File: src/rtl/wkc_consts.svh
`ifndef WKC_CONSTS_SVH
`define WKC_CONSTS_SVH
// Register byte offsets
`define WKC_OFS_CTL 8'h68
`define WKC_OFS_PAT 8'h70
`define WKC_OFS_ISTAT 8'h90
`define WKC_OFS_ICLR 8'h94
`define WKC_OFS_IEN 8'h98
// Control/status field positions
`define WKC_BIT_CRC_SEL 30
`define WKC_BIT_PEN_HI 29
`define WKC_BIT_LDOWN 17
`define WKC_BIT_LUP 16
`define WKC_BIT_FRM_EVT 10
`define WKC_BIT_PKT_EVT 9
`define WKC_BIT_LNK_EVT 8
`define WKC_BIT_FRM_FLAG 2
`define WKC_BIT_PKT_FLAG 1
`define WKC_BIT_LNK_FLAG 0
// Reserved field 15:11 reads back a fixed value
`define WKC_RSV_LO 11
`define WKC_RSV_VAL 5'h01
// CRC-16 presets and generator
`define WKC_CRC_ZERO 16'h0000
`define WKC_CRC_ONES 16'hffff
`define WKC_CRC_POLY 16'h8005
// Pattern store geometry
`define WKC_NUM_PAT 5
`define WKC_WORDS_PER_PAT 5
`define WKC_MASK_BITS 9'h080
`define WKC_CNT_MAX 9'h1ff
`endif

File: src/rtl/wkc_pkg.sv
`default_nettype none
package wkc_pkg;
    // One received byte with its frame markers
    typedef struct packed {
        logic valid;
        logic sof;
        logic eof;
        logic [7:0] data;
    } wkc_rx_t;
endpackage
`default_nettype wire

File: src/rtl/wkc_top.sv
`timescale 1ns/1ps
`default_nettype none
`include "wkc_consts.svh"

// Summary of operation
// - CRC preset zeros or ones by bit 30
// - Five pattern enables, disabled never matches
// - Link up-to-down sets link change flag
// - Link down-to-up sets link change flag
// - Wake frame raises power event if enabled
// - Wake packet raises power event if enabled
// - Link change raises power event if enabled
// - Wake frame sets sticky status bit 2
// - Wake packet sets sticky status bit 1
// - Link change sets sticky status bit 0
// - Status flags reset only by power-up reset, not by rst_b
// - Write one clears flag, otherwise read-only
// - Store: four mask words then control word
// - Control word: CRC high, offset low byte
// - Offset is eight bits, zero to 255
module wkc_top (
    input wire logic clk_sys,
    input wire logic rst_b,
    input wire logic por_b,
    input wire logic ce,
    input wire logic [7:0] reg_addr,
    input wire logic [31:0] reg_wdata,
    input wire logic reg_wr,
    input wire logic reg_rd,
    output logic [31:0] reg_rdata,
    input wire wkc_pkg::wkc_rx_t rx,
    input wire logic link_up,
    input wire logic wake_packet_rx,
    output logic [4:0] pattern_match,
    output logic power_event_set,
    output logic irq
);

    localparam int NUM_PAT = `WKC_NUM_PAT;
    localparam int WPP = `WKC_WORDS_PER_PAT;
    localparam int NWORDS = NUM_PAT * WPP;
    localparam logic [4:0] LAST_WORD = 5'(NWORDS - 1);

    // Address decode used by the register writes
    function automatic logic hit(input logic [7:0] a, input logic [7:0] ofs);
        return a == ofs;
    endfunction

    // Bytewise CRC-16, MSB first
    function automatic logic [15:0] crc16_byte(input logic [15:0] c, input logic [7:0] d);
        logic [15:0] r;
        r = c;
        for (int i = 7; i >= 0; i--)
        begin
            if (r[15] ^ d[i])
                r = {r[14:0], 1'b0} ^ `WKC_CRC_POLY;
            else
                r = {r[14:0], 1'b0};
        end
        return r;
    endfunction

    // Control fields
    logic crc_preset_select;
    logic [NUM_PAT-1:0] pat_en; // Index 0 is pattern one
    logic link_down_detect_enable;
    logic link_up_detect_enable;
    logic wake_frame_event_enable;
    logic wake_packet_event_enable;
    logic link_change_event_enable;
    // Sticky wake flags, power-up reset domain
    logic wake_frame_seen;
    logic wake_packet_seen;
    logic link_change_seen;
    // Pattern store and its load pointer
    logic [31:0] store [NWORDS];
    logic [4:0] store_ptr;
    // Receive tracking
    logic [8:0] byte_cnt;
    wire [NUM_PAT-1:0] next_match;
    logic frame_hit;
    // Link tracking
    logic link_q;
    logic link_primed;
    logic link_evt;
    // Interrupt block
    logic [2:0] istat;
    logic [2:0] ien;
    logic [31:0] next_rdata;

    // Decoded strobes
    logic wr_ctl;
    logic wr_pat;
    assign wr_ctl = ce && reg_wr && hit(reg_addr, `WKC_OFS_CTL);
    assign wr_pat = ce && reg_wr && hit(reg_addr, `WKC_OFS_PAT);

    // Link edges, gated by the two detect enables
    logic link_rise;
    logic link_fall;
    assign link_rise = link_primed && link_up && !link_q && link_up_detect_enable;
    assign link_fall = link_primed && !link_up && link_q && link_down_detect_enable;

    // Control register; reset value all zero
    always_ff @(posedge clk_sys or negedge rst_b)
    begin
        if (!rst_b)
        begin
            crc_preset_select <= 1'b0;
            pat_en <= '0;
            link_down_detect_enable <= 1'b0;
            link_up_detect_enable <= 1'b0;
            wake_frame_event_enable <= 1'b0;
            wake_packet_event_enable <= 1'b0;
            link_change_event_enable <= 1'b0;
        end
        else if (wr_ctl)
        begin
            crc_preset_select <= reg_wdata[`WKC_BIT_CRC_SEL];
            // Enables sit from bit 29 downward, pattern one first
            for (int p = 0; p < NUM_PAT; p++)
            begin
                pat_en[p] <= reg_wdata[`WKC_BIT_PEN_HI - p];
            end
            link_down_detect_enable <= reg_wdata[`WKC_BIT_LDOWN];
            link_up_detect_enable <= reg_wdata[`WKC_BIT_LUP];
            wake_frame_event_enable <= reg_wdata[`WKC_BIT_FRM_EVT];
            wake_packet_event_enable <= reg_wdata[`WKC_BIT_PKT_EVT];
            link_change_event_enable <= reg_wdata[`WKC_BIT_LNK_EVT];
        end
    end

    // Sticky flags live on power-up reset so an ordinary reset keeps wake cause
    always_ff @(posedge clk_sys or negedge por_b)
    begin
        if (!por_b)
        begin
            wake_frame_seen <= 1'b0;
            wake_packet_seen <= 1'b0;
            link_change_seen <= 1'b0;
        end
        else if (ce)
        begin
            // A set in the clearing cycle wins, so no event is lost
            wake_frame_seen <= frame_hit
                || (wake_frame_seen && !(wr_ctl && reg_wdata[`WKC_BIT_FRM_FLAG]));
            wake_packet_seen <= wake_packet_rx
                || (wake_packet_seen && !(wr_ctl && reg_wdata[`WKC_BIT_PKT_FLAG]));
            link_change_seen <= link_evt
                || (link_change_seen && !(wr_ctl && reg_wdata[`WKC_BIT_LNK_FLAG]));
        end
    end

    // Pattern store loader; software must stream all words in table order
    always_ff @(posedge clk_sys or negedge rst_b)
    begin
        if (!rst_b)
        begin
            store_ptr <= 5'h00;
            for (int w = 0; w < NWORDS; w++)
            begin
                store[w] <= 32'h0000_0000;
            end
        end
        else if (wr_pat)
        begin
            store[store_ptr] <= reg_wdata;
            // Wrap keeps a repeated full load aligned
            if (store_ptr == LAST_WORD)
                store_ptr <= 5'h00;
            else
                store_ptr <= store_ptr + 5'h01;
        end
    end

    // Byte position in the current frame, saturating past any window
    always_ff @(posedge clk_sys or negedge rst_b)
    begin
        if (!rst_b)
            byte_cnt <= 9'h000;
        else if (ce && rx.valid)
        begin
            if (rx.sof)
                byte_cnt <= 9'h001;
            else if (byte_cnt != `WKC_CNT_MAX)
                byte_cnt <= byte_cnt + 9'h001;
        end
    end

    logic [8:0] pos;
    logic [15:0] preset;
    assign pos = rx.sof ? 9'h000 : byte_cnt;
    assign preset = crc_preset_select ? `WKC_CRC_ONES : `WKC_CRC_ZERO;

    // One CRC engine per pattern
    genvar gp;
    generate
        for (gp = 0; gp < NUM_PAT; gp++)
        begin : g_pat
            localparam int B = gp * WPP;
            logic [127:0] mask;
            logic [7:0] ofs;
            logic [15:0] want;
            logic [8:0] rel;
            logic sel;
            logic [15:0] base;
            logic [15:0] next_crc;
            logic [15:0] crc_acc;
            // Four mask words, then CRC high half and offset low byte
            assign mask = {store[B+3], store[B+2], store[B+1], store[B]};
            assign want = store[B+4][31:16];
            assign ofs = store[B+4][7:0];
            assign rel = pos - {1'b0, ofs};
            // Only bytes inside the 128-byte window with mask set feed the CRC
            assign sel = (pos >= {1'b0, ofs}) && (rel < `WKC_MASK_BITS)
                && mask[rel[6:0]];
            assign base = rx.sof ? preset : crc_acc;
            assign next_crc = sel ? crc16_byte(base, rx.data) : base;
            assign next_match[gp] = ce && rx.valid && rx.eof && pat_en[gp]
                && (next_crc == want);

            always_ff @(posedge clk_sys or negedge rst_b)
            begin
                if (!rst_b)
                    crc_acc <= `WKC_CRC_ZERO;
                else if (ce && rx.valid)
                    crc_acc <= next_crc;
            end

        end
    endgenerate

    // Match pulses and frame hit
    always_ff @(posedge clk_sys or negedge rst_b)
    begin
        if (!rst_b)
        begin
            pattern_match <= 5'h00;
            frame_hit <= 1'b0;
        end
        else if (ce)
        begin
            pattern_match <= next_match;
            frame_hit <= |next_match;
        end
    end

    // Link sampler; first sample after reset only primes, it is no edge
    always_ff @(posedge clk_sys or negedge rst_b)
    begin
        if (!rst_b)
        begin
            link_q <= 1'b0;
            link_primed <= 1'b0;
            link_evt <= 1'b0;
        end
        else if (ce)
        begin
            link_q <= link_up;
            link_primed <= 1'b1;
            link_evt <= link_rise || link_fall;
        end
    end

    // Power event pulse towards the power management status register
    always_ff @(posedge clk_sys or negedge rst_b)
    begin
        if (!rst_b)
            power_event_set <= 1'b0;
        else if (ce)
            power_event_set <= (frame_hit && wake_frame_event_enable)
                || (wake_packet_rx && wake_packet_event_enable)
                || (link_evt && link_change_event_enable);
    end

    // Interrupt status: sticky, write-one clear, set wins
    always_ff @(posedge clk_sys or negedge rst_b)
    begin
        if (!rst_b)
        begin
            istat <= 3'h0;
            ien <= 3'h0;
            irq <= 1'b0;
        end
        else if (ce)
        begin
            istat <= {frame_hit, wake_packet_rx, link_evt}
                | (istat & ~((reg_wr && hit(reg_addr, `WKC_OFS_ICLR)) ? reg_wdata[2:0] : 3'h0));
            if (reg_wr && hit(reg_addr, `WKC_OFS_IEN))
                ien <= reg_wdata[2:0];
            // One cycle behind status; keeps the pin straight from a flop
            irq <= |(istat & ien);
        end
    end

    // Read mux; write-only and unmapped addresses read zero
    always_comb
    begin
        next_rdata = 32'h0000_0000;
        case (reg_addr)
            `WKC_OFS_CTL:
            begin
                next_rdata[`WKC_BIT_CRC_SEL] = crc_preset_select;
                for (int p = 0; p < NUM_PAT; p++)
                begin
                    next_rdata[`WKC_BIT_PEN_HI - p] = pat_en[p];
                end
                next_rdata[`WKC_BIT_LDOWN] = link_down_detect_enable;
                next_rdata[`WKC_BIT_LUP] = link_up_detect_enable;
                next_rdata[`WKC_RSV_LO +: 5] = `WKC_RSV_VAL;
                next_rdata[`WKC_BIT_FRM_EVT] = wake_frame_event_enable;
                next_rdata[`WKC_BIT_PKT_EVT] = wake_packet_event_enable;
                next_rdata[`WKC_BIT_LNK_EVT] = link_change_event_enable;
                next_rdata[`WKC_BIT_FRM_FLAG] = wake_frame_seen;
                next_rdata[`WKC_BIT_PKT_FLAG] = wake_packet_seen;
                next_rdata[`WKC_BIT_LNK_FLAG] = link_change_seen;
            end
            `WKC_OFS_ISTAT: next_rdata[2:0] = istat;
            `WKC_OFS_IEN: next_rdata[2:0] = ien;
            default: next_rdata = 32'h0000_0000;
        endcase
    end

    // Read data stands only in the cycle after the strobe
    always_ff @(posedge clk_sys or negedge rst_b)
    begin
        if (!rst_b)
            reg_rdata <= 32'h0000_0000;
        else if (ce)
            reg_rdata <= reg_rd ? next_rdata : 32'h0000_0000;
    end
endmodule
`default_nettype wire

File: config.mk
export PLATFORM = sky130hd
export DESIGN_NAME = wkc_top
export DESIGN_NICKNAME = d
export VERILOG_FILES = /design/src/rtl/wkc_pkg.sv /design/src/rtl/wkc_top.sv
export VERILOG_INCLUDE_DIRS = /design/src /design/src/rtl
export SDC_FILE = /design/constraint.sdc
export NUM_CORES = 1
export LEC_CHECK = 0
export BUFFER_PORTS_ARGS = -buffer_cell sky130_fd_sc_hd__buf_2
export CAP_MARGIN = 40
export CORE_MARGIN = 4
export CORE_UTILIZATION = 55
export CTS_BUF_LIST = sky130_fd_sc_hd__clkbuf_16
export DETAILED_ROUTE_END_ITERATION = 8
export PLACE_DENSITY_LB_ADDON = 0.15
export SYNTH_ARGS = -nofsm -noshare
export SYNTH_HDL_FRONTEND = slang
export SYNTH_SLANG_ARGS = --single-unit
File: constraint.sdc
create_clock -name clk_sys -period 8.6 [get_ports clk_sys]
set_clock_uncertainty 0.05 [all_clocks]
set_input_delay 0.43 -clock clk_sys [delete_from_list [all_inputs] [get_ports clk_sys]]
set_output_delay 0.43 -clock clk_sys [all_outputs]
set_load 0.05 [all_outputs]
==> impl_metrics.py, run 1 <==
metrics = {
    "logic_synthesis": {
        "synth.area.mux_share": 0.283,
        "yosys.area_share.xor_xnor": 0.0428,
        "synth-edff-count": 0,
        "synth_flop_cell": "dfrtp_1",
        "yosys_warnings": 0,
        "synth_fa_ha_area_frac": 0.0144,
        "ys_types": 99,
        "avgSynthCellArea_um2": 12.5,
        "async_flop_share": 1.00,
        "synth_cells": 3769,
        "synth_top_family_by_area": "multiplexers",
        "netlist_area_mm2": 0.0470,
        "ys_ff_latch": 900,
        "synth_compound_area_frac": 0.0867,
        "synth-seq-area-share": 0.479,
        "synthSimpleGateAreaFrac": 0.0568,
    },
    "placed_design": {
        "dpl.hpwl_um": 85400,
        "place_congestion": 0.928,
        "dp_cells": 4802,
        "portBuffers": 80,
    },
    "setup_path": {
        "path_buf_inv": 3,
        "crit_required_ps": 9130,
        "crit_slowest_cell": "fa_2",
        "worstSetupStartpointType": "flip-flop",
        "crit_path_max_fanout": 22,
        "endpoint_kind": "flip-flop",
        "cp_slowest_stage_delay_ps": 840,
        "cp_top_family": "compound AO/OA/AOI/OAI gates",
        "cp_cell_sequence": "nand2_1 -> ha_2 -> inv_1 -> fa_2 -> buf_16 -> mux4_2 -> nand2b_1 -> a211oi_1 -> o32ai_1 -> a311oi_1 -> a32oi_4 -> buf_4 -> mux2_2 -> a32oi_1 -> nand4_1 -> a2111oi_2 -> a2111oi_1 -> a31oi_1",
        "critPathKind": "reg2reg",
        "arrival_ps": 6760,
    },
    "route": {
        "drt_iter0_drc": 2894,
        "wl_per_cell_um": 27.1,
        "drt_pass1_iterations": 8,
        "ant_nets": 0,
        "viasPerCell": 6.46,
        "wl_um": 135000,
        "dr_total_vias": 32252,
        "drc_errors": 0,
    },
    "sta": {
        "maxSlewHeadroom": 0.365,
        "finalHoldViolCount": 0,
        "drv_slew": 0,
        "finalCriticalPeriod_ps": 6220,
        "setup_viol": 0,
        "tightest_slew_ps": 953,
        "timing.final.crit_share": 0.724,
        "fmax_ghz": 0.161,
        "fin_setup_tns_ps": 0,
        "rsz0062_at_grt": "false",
    },
    "die": {
        "core-area_mm2": 0.0842,
        "die_h_um": 300,
        "ioPinCount": 98,
        "rows": 106,
        "start_util": 0.558,
        "dieArea_mm2": 0.0902,
        "die_w_um": 300,
    },
    "global_route": {
        "antenna_found_initial": 3,
        "first_global_vias": 33348,
        "grt_pass1_wl_um": 208000,
        "grt-ovfl-total": 0,
        "grt_start_max_net_pins": 176,
        "grt_util_all_layers": 0.301,
    },
    "layout": {
        "area_growth_pct": 10.9,
        "final-instance-count-excl-fill": 4990,
        "drive_gt1_frac": 0.347,
        "nets": 3883,
    },
    "clock_network": {
        "cts_buffers": 98,
        "clock-root-buffer": "clkbuf_16",
        "htree_levels": 3,
        "clk-insertion-delay-late_ps": 680,
        "cts_tree": "yes",
        "cts_buffer_depth": 3,
        "cts_num_sinks": 900,
        "clk_pin_slew_ps": 60,
    },
    "pwr": {
        "vdd_drop_max_v": 0.000167,
        "power_density_mw_per_mm2": 193,
        "total_power_mw": 10.1,
        "p_leak_nw": 24.5,
    },
    "run": {
        "maxCapViolCount": 0,
    },
    "outcome": {
        "status": "completed",
    },
    "hold_path": {
        "hp-class": "in2async",
    },
}
[timing repair]
item                                   CTS  global route
hold buffers                             4             0
gates resized for setup                  0             0
endpoints found under the hold margin   78             0
setup buffers                            0             0
[registers in the layout, indices dropped and copies added, names as in the netlist, 5 cells and up]
name / flops
pattern_match: 5
g_pat.ofs: 40
g_pat.mask: 640
pat_en: 5
store_ptr: 5
g_pat.crc_acc: 80
g_pat.want: 80
reg_rdata: 15
byte_cnt: 9
[final timing paths]
kind                                         start                            end  slack, ps  depth (start not counted)
max                        byte_cnt[0]$_DFFE_PN0P_          frame_hit$_DFFE_PN0P_       2380                         18
min                                          por_b    wake_frame_seen$_DFFE_PN0P_         30                          2
max reg2reg                byte_cnt[0]$_DFFE_PN0P_          frame_hit$_DFFE_PN0P_       2380                         18
min reg2reg                link_primed$_DFFE_PN0P_        link_primed$_DFFE_PN0P_        430                          1
max in group asynchronous                    rst_b  g_pat[3].mask[21]$_DFFE_PN0P_       6150                          5
min in group clk_sys                        reg_rd       reg_rdata[2]$_DFFE_PN0P_         50                          3
[synthesized netlist by cell type (46+ instances only)]
master    count  area share
mux4_2      165       0.079
nor2_1      155       0.012
ha_1         46       0.012
xor2_1       75       0.014
mux2i_1     100       0.021
inv_1       103      0.0082
mux2_2      762        0.18
xnor2_1     131       0.024
clkbuf_1    226       0.018
a21oi_1     140       0.015
o21ai_0     164       0.017
nand2_1     162       0.013
dfrtp_1     900        0.48
[cells in the final DEF (no fill, tap or decap), types with 16 or more instances in the layout]
cell,n
mux2i_1,100
buf_4,85
ha_1,41
buf_2,78
a21oi_1,140
dfrtp_1,900
o22ai_1,21
a22o_1,27
o211ai_1,17
and3_1,19
clkinv_2,22
conb_1,17
mux2_2,762
nor3_1,39
a211oi_1,22
clkinv_1,23
nor2_2,26
xor2_1,73
mux4_2,165
nand4_1,20
o21ai_0,164
a22oi_1,17
inv_1,120
clkbuf_16,101
o22a_1,32
nand3_1,33
nor2b_1,26
xnor2_1,131
nor2_1,130
a21o_1,16
nand2_1,161
[cell type report]
| type | count | area (um^2) |
|---|---|---|
| fillers | 6491 | 32100 |
| multi-input cells | 2474 | 22900 |
| flip-flops and latches | 900 | 22500 |
| clock buffers | 101 | 2530 |
| repair buffers | 195 | 1670 |
| well taps | 1134 | 1420 |
| clock inverters | 80 | 648 |
| inverters | 104 | 390 |
| diodes | 2 | 5.00 |
[logic make-up after synthesis]
logic type | count (synthesis)
multiplexers | 1029
flip-flops | 900
AO/OA/AOI/OAI | 607
AND/OR/NAND/NOR | 554
buffers and inverters | 411
XOR/XNOR | 216
adder cells (fa/ha/maj) | 51
other | 1
[metal layers]
metal	wire length, um	share of wire	global-route usage	vias up
li1	-	-	-	13753
met1	56900	0.42	0.414	16911
met2	64600	0.48	0.489	1262
met3	8540	0.063	0.0472	326
met4	5410	0.040	0.112	0
met5	0	0	0	-
[stage by stage]
step,util,setup slack [ps],hold slack (ps),area (um^2)
final,0.619,2380,32.6,52100
after global placement,0.574,1900,175,48400
after floorplan,-,1810,84.4,47100
after CTS,0.618,2340,11.1,52100
after detailed placement,0.580,2090,180,48900
after global routing,0.619,2010,13.0,52100
[where the power goes]
part,internal [mW],switching [mW],total (mW)
Sequential,4.30,0.110,4.41
Clock,2.38,1.78,4.15
Combinational,0.549,0.956,1.50
Total,7.23,2.84,10.1
Note: power is estimated with default switching activity, not from simulation.
==> inputs of run 2 (changes only) <==
==> constraint.sdc (replaced) <==
create_clock -name clk_sys -period 5.8 [get_ports clk_sys]
set_clock_uncertainty 0.05 [all_clocks]
set_input_delay 0.29 -clock clk_sys [delete_from_list [all_inputs] [get_ports clk_sys]]
set_output_delay 0.29 -clock clk_sys [all_outputs]
set_load 0.05 [all_outputs]
==> run 2 against run 1 <==
Net effect: worst hold slack better by 52 ps; worst setup slack lost 2100 ps; first-iteration DRC count fell by 10%; cell count is 0.74% higher; clock power rose by 49%; core utilization is 0.70 points higher; flip-flop and latch count stayed put; largest power group unchanged; highest routed layer is now met5.
==> impl_metrics.py, run 2 (synthesized netlist as in run 1, its figures left out) <==
metrics = {
    "outcome": {
        "status": "completed",
    },
    "clock_network": {
        "clk-insertion-delay-late_ps": 690,
        "clock-root-buffer": "clkbuf_16",
        "cts_num_sinks": 900,
        "clk_pin_slew_ps": 70,
        "cts_buffer_depth": 3,
        "cts_buffers": 98,
        "htree_levels": 3,
        "cts_tree": "yes",
    },
    "placed_design": {
        "dpl.hpwl_um": 87100,
        "portBuffers": 80,
        "dpl-instance-area_mm2": 0.0493,
        "place_congestion": 0.921,
    },
    "pwr": {
        "p_leak_nw": 24.8,
        "vdd_drop_max_v": 0.000280,
        "power_density_mw_per_mm2": 284,
    },
    "route": {
        "drt_pass1_iterations": 6,
        "wl_per_cell_um": 26.3,
        "viasPerCell": 6.34,
        "drt_iter0_drc": 2603,
        "ant_nets": 0,
        "dr_total_vias": 31893,
        "drc_errors": 0,
        "wl_um": 132000,
    },
    "layout": {
        "fin_area_mm2": 0.0527,
        "nets": 3919,
        "fillerInstances": 6428,
        "drive_gt1_frac": 0.351,
        "largest_register_ffs": 640,
        "area_growth_pct": 12.1,
        "layout_commonest_cell": "dfrtp_1",
        "final_cell_mix": "dfrtp_1, mux2_2, mux4_2",
    },
    "die": {
        "ioPinCount": 98,
        "die_h_um": 300,
        "rows": 106,
        "start_util": 0.558,
        "dieArea_mm2": 0.0902,
        "core-area_mm2": 0.0842,
        "die_w_um": 300,
    },
    "sta": {
        "fmax_ghz": 0.180,
        "finalCriticalPeriod_ps": 5560,
        "maxSlewHeadroom": 0.369,
        "timing.final.crit_share": 0.959,
        "setup_viol": 0,
        "timing.hold.ws_ps": 84.3,
        "tightest_slew_ps": 947,
        "finalHoldViolCount": 0,
        "drv_slew": 0,
        "fin_setup_tns_ps": 0,
        "rsz0062_at_grt": "false",
    },
    "setup_path": {
        "critPathKind": "in2reg",
        "arrival_ps": 6100,
        "worstSetupStartpointType": "primary input",
        "reg2reg_depth": 18,
        "crit_path_max_fanout": 32,
        "crit_required_ps": 6330,
        "endpoint_kind": "flip-flop",
        "setup.worst_path.start": "rx[9]",
        "reg2reg_to": "frame_hit$_DFFE_PN0P_",
        "regToRegSetupSlack_ps": 290,
        "r2r_start": "byte_cnt[0]$_DFFE_PN0P_",
        "crit_end": "frame_hit$_DFFE_PN0P_",
    },
    "run": {
        "maxCapViolCount": 0,
    },
    "global_route": {
        "grt-ovfl-total": 0,
        "antenna_found_initial": 3,
        "grt_pass1_wl_um": 204000,
        "first_global_vias": 33029,
        "grt_util_all_layers": 0.295,
        "grt_start_max_net_pins": 178,
    },
    "hold_path": {
        "hp-class": "in2reg",
    },
}
## run 2: where the power goes
group | switching, mW | internal, mW | total, mW
clock network | 2.66 | 3.54 | 6.20
logic | 1.40 | 0.843 | 2.24
registers | 0.161 | 6.38 | 6.54
total | 4.22 | 10.8 | 15.0
## run 2: metrics by stage
stage          power, mW  worst slack, ps  instances   util
2_1_floorplan       8.04             7.28       3785      -
3_3_place_gp        8.79              107       4801  0.578
3_5_place_dp        8.86              114       4829  0.585
4_1_cts             15.1              147       5023  0.625
5_1_grt             15.5             3.15       5026  0.626
6_report            15.0              237       5027  0.626
## run 2: area by class of cell
type,count,area [um^2],area share
clock buffer,98,2450,0.0465
inverter,104,390,0.00741
antenna,1,2.50,0.0000475
clock inverter,85,771,0.0146
timing repair buffer,231,2180,0.0415
tap,1134,1420,0.0269
multi-input combinational,2474,23000,0.436
sequential,900,22500,0.427
## run 2: per-layer routing
metal | global-route usage | share of wire | vias to the layer above
met5 | 0 | 0.00011 | -
met4 | 0.113 | 0.044 | 2
met2 | 0.486 | 0.48 | 1066
li1 | - | - | 13839
met3 | 0.0401 | 0.055 | 304
met1 | 0.402 | 0.42 | 16682
## run 2: how the worst min path moves through the flow
| stage | from | endpoint | slack (ps) | cells after the start |
|---|---|---|---|---|
| 6_report | ce | irq$_DFFE_PN0P_ | 80 | 3 |
| 3_5_place_dp | por_b | wake_packet_seen$_DFFE_PN0P_ | 40 | 1 |
| 5_1_grt | reg_wdata[3] | g_pat[0].mask[67]$_DFFE_PN0P_ | 50 | 2 |
| 4_1_cts | ce | irq$_DFFE_PN0P_ | 50 | 3 |
| 3_3_place_gp | por_b | wake_packet_seen$_DFFE_PN0P_ | 40 | 1 |
| 2_1_floorplan | rst_b | byte_cnt[0]$_DFFE_PN0P_ | -60 | 0 |
## run 2: timing repair
action                                  in CTS  in global routing
endpoints found under the hold margin      111                  0
setup buffers                                0                  3
gates resized for setup                      0                  6
endpoints found under the setup margin       0                  2
hold buffers                                11                  0
## run 2: worst max-delay path, stage by stage
cell and delay, ps:
dlygate4sd3_1 570, buf_4 270, inv_2 60, nand2_1 340, ha_2 270, inv_1 50
fa_1 500, buf_4 450, mux4_2 390, mux2_2 300, o211ai_1 170, o21ai_0 170
o2bb2ai_1 400, nor3_2 110, buf_6 200, mux2_2 330, xnor2_1 120, or4_1 530
nor4_2 240, a2111oi_1 80, a31oi_1 190
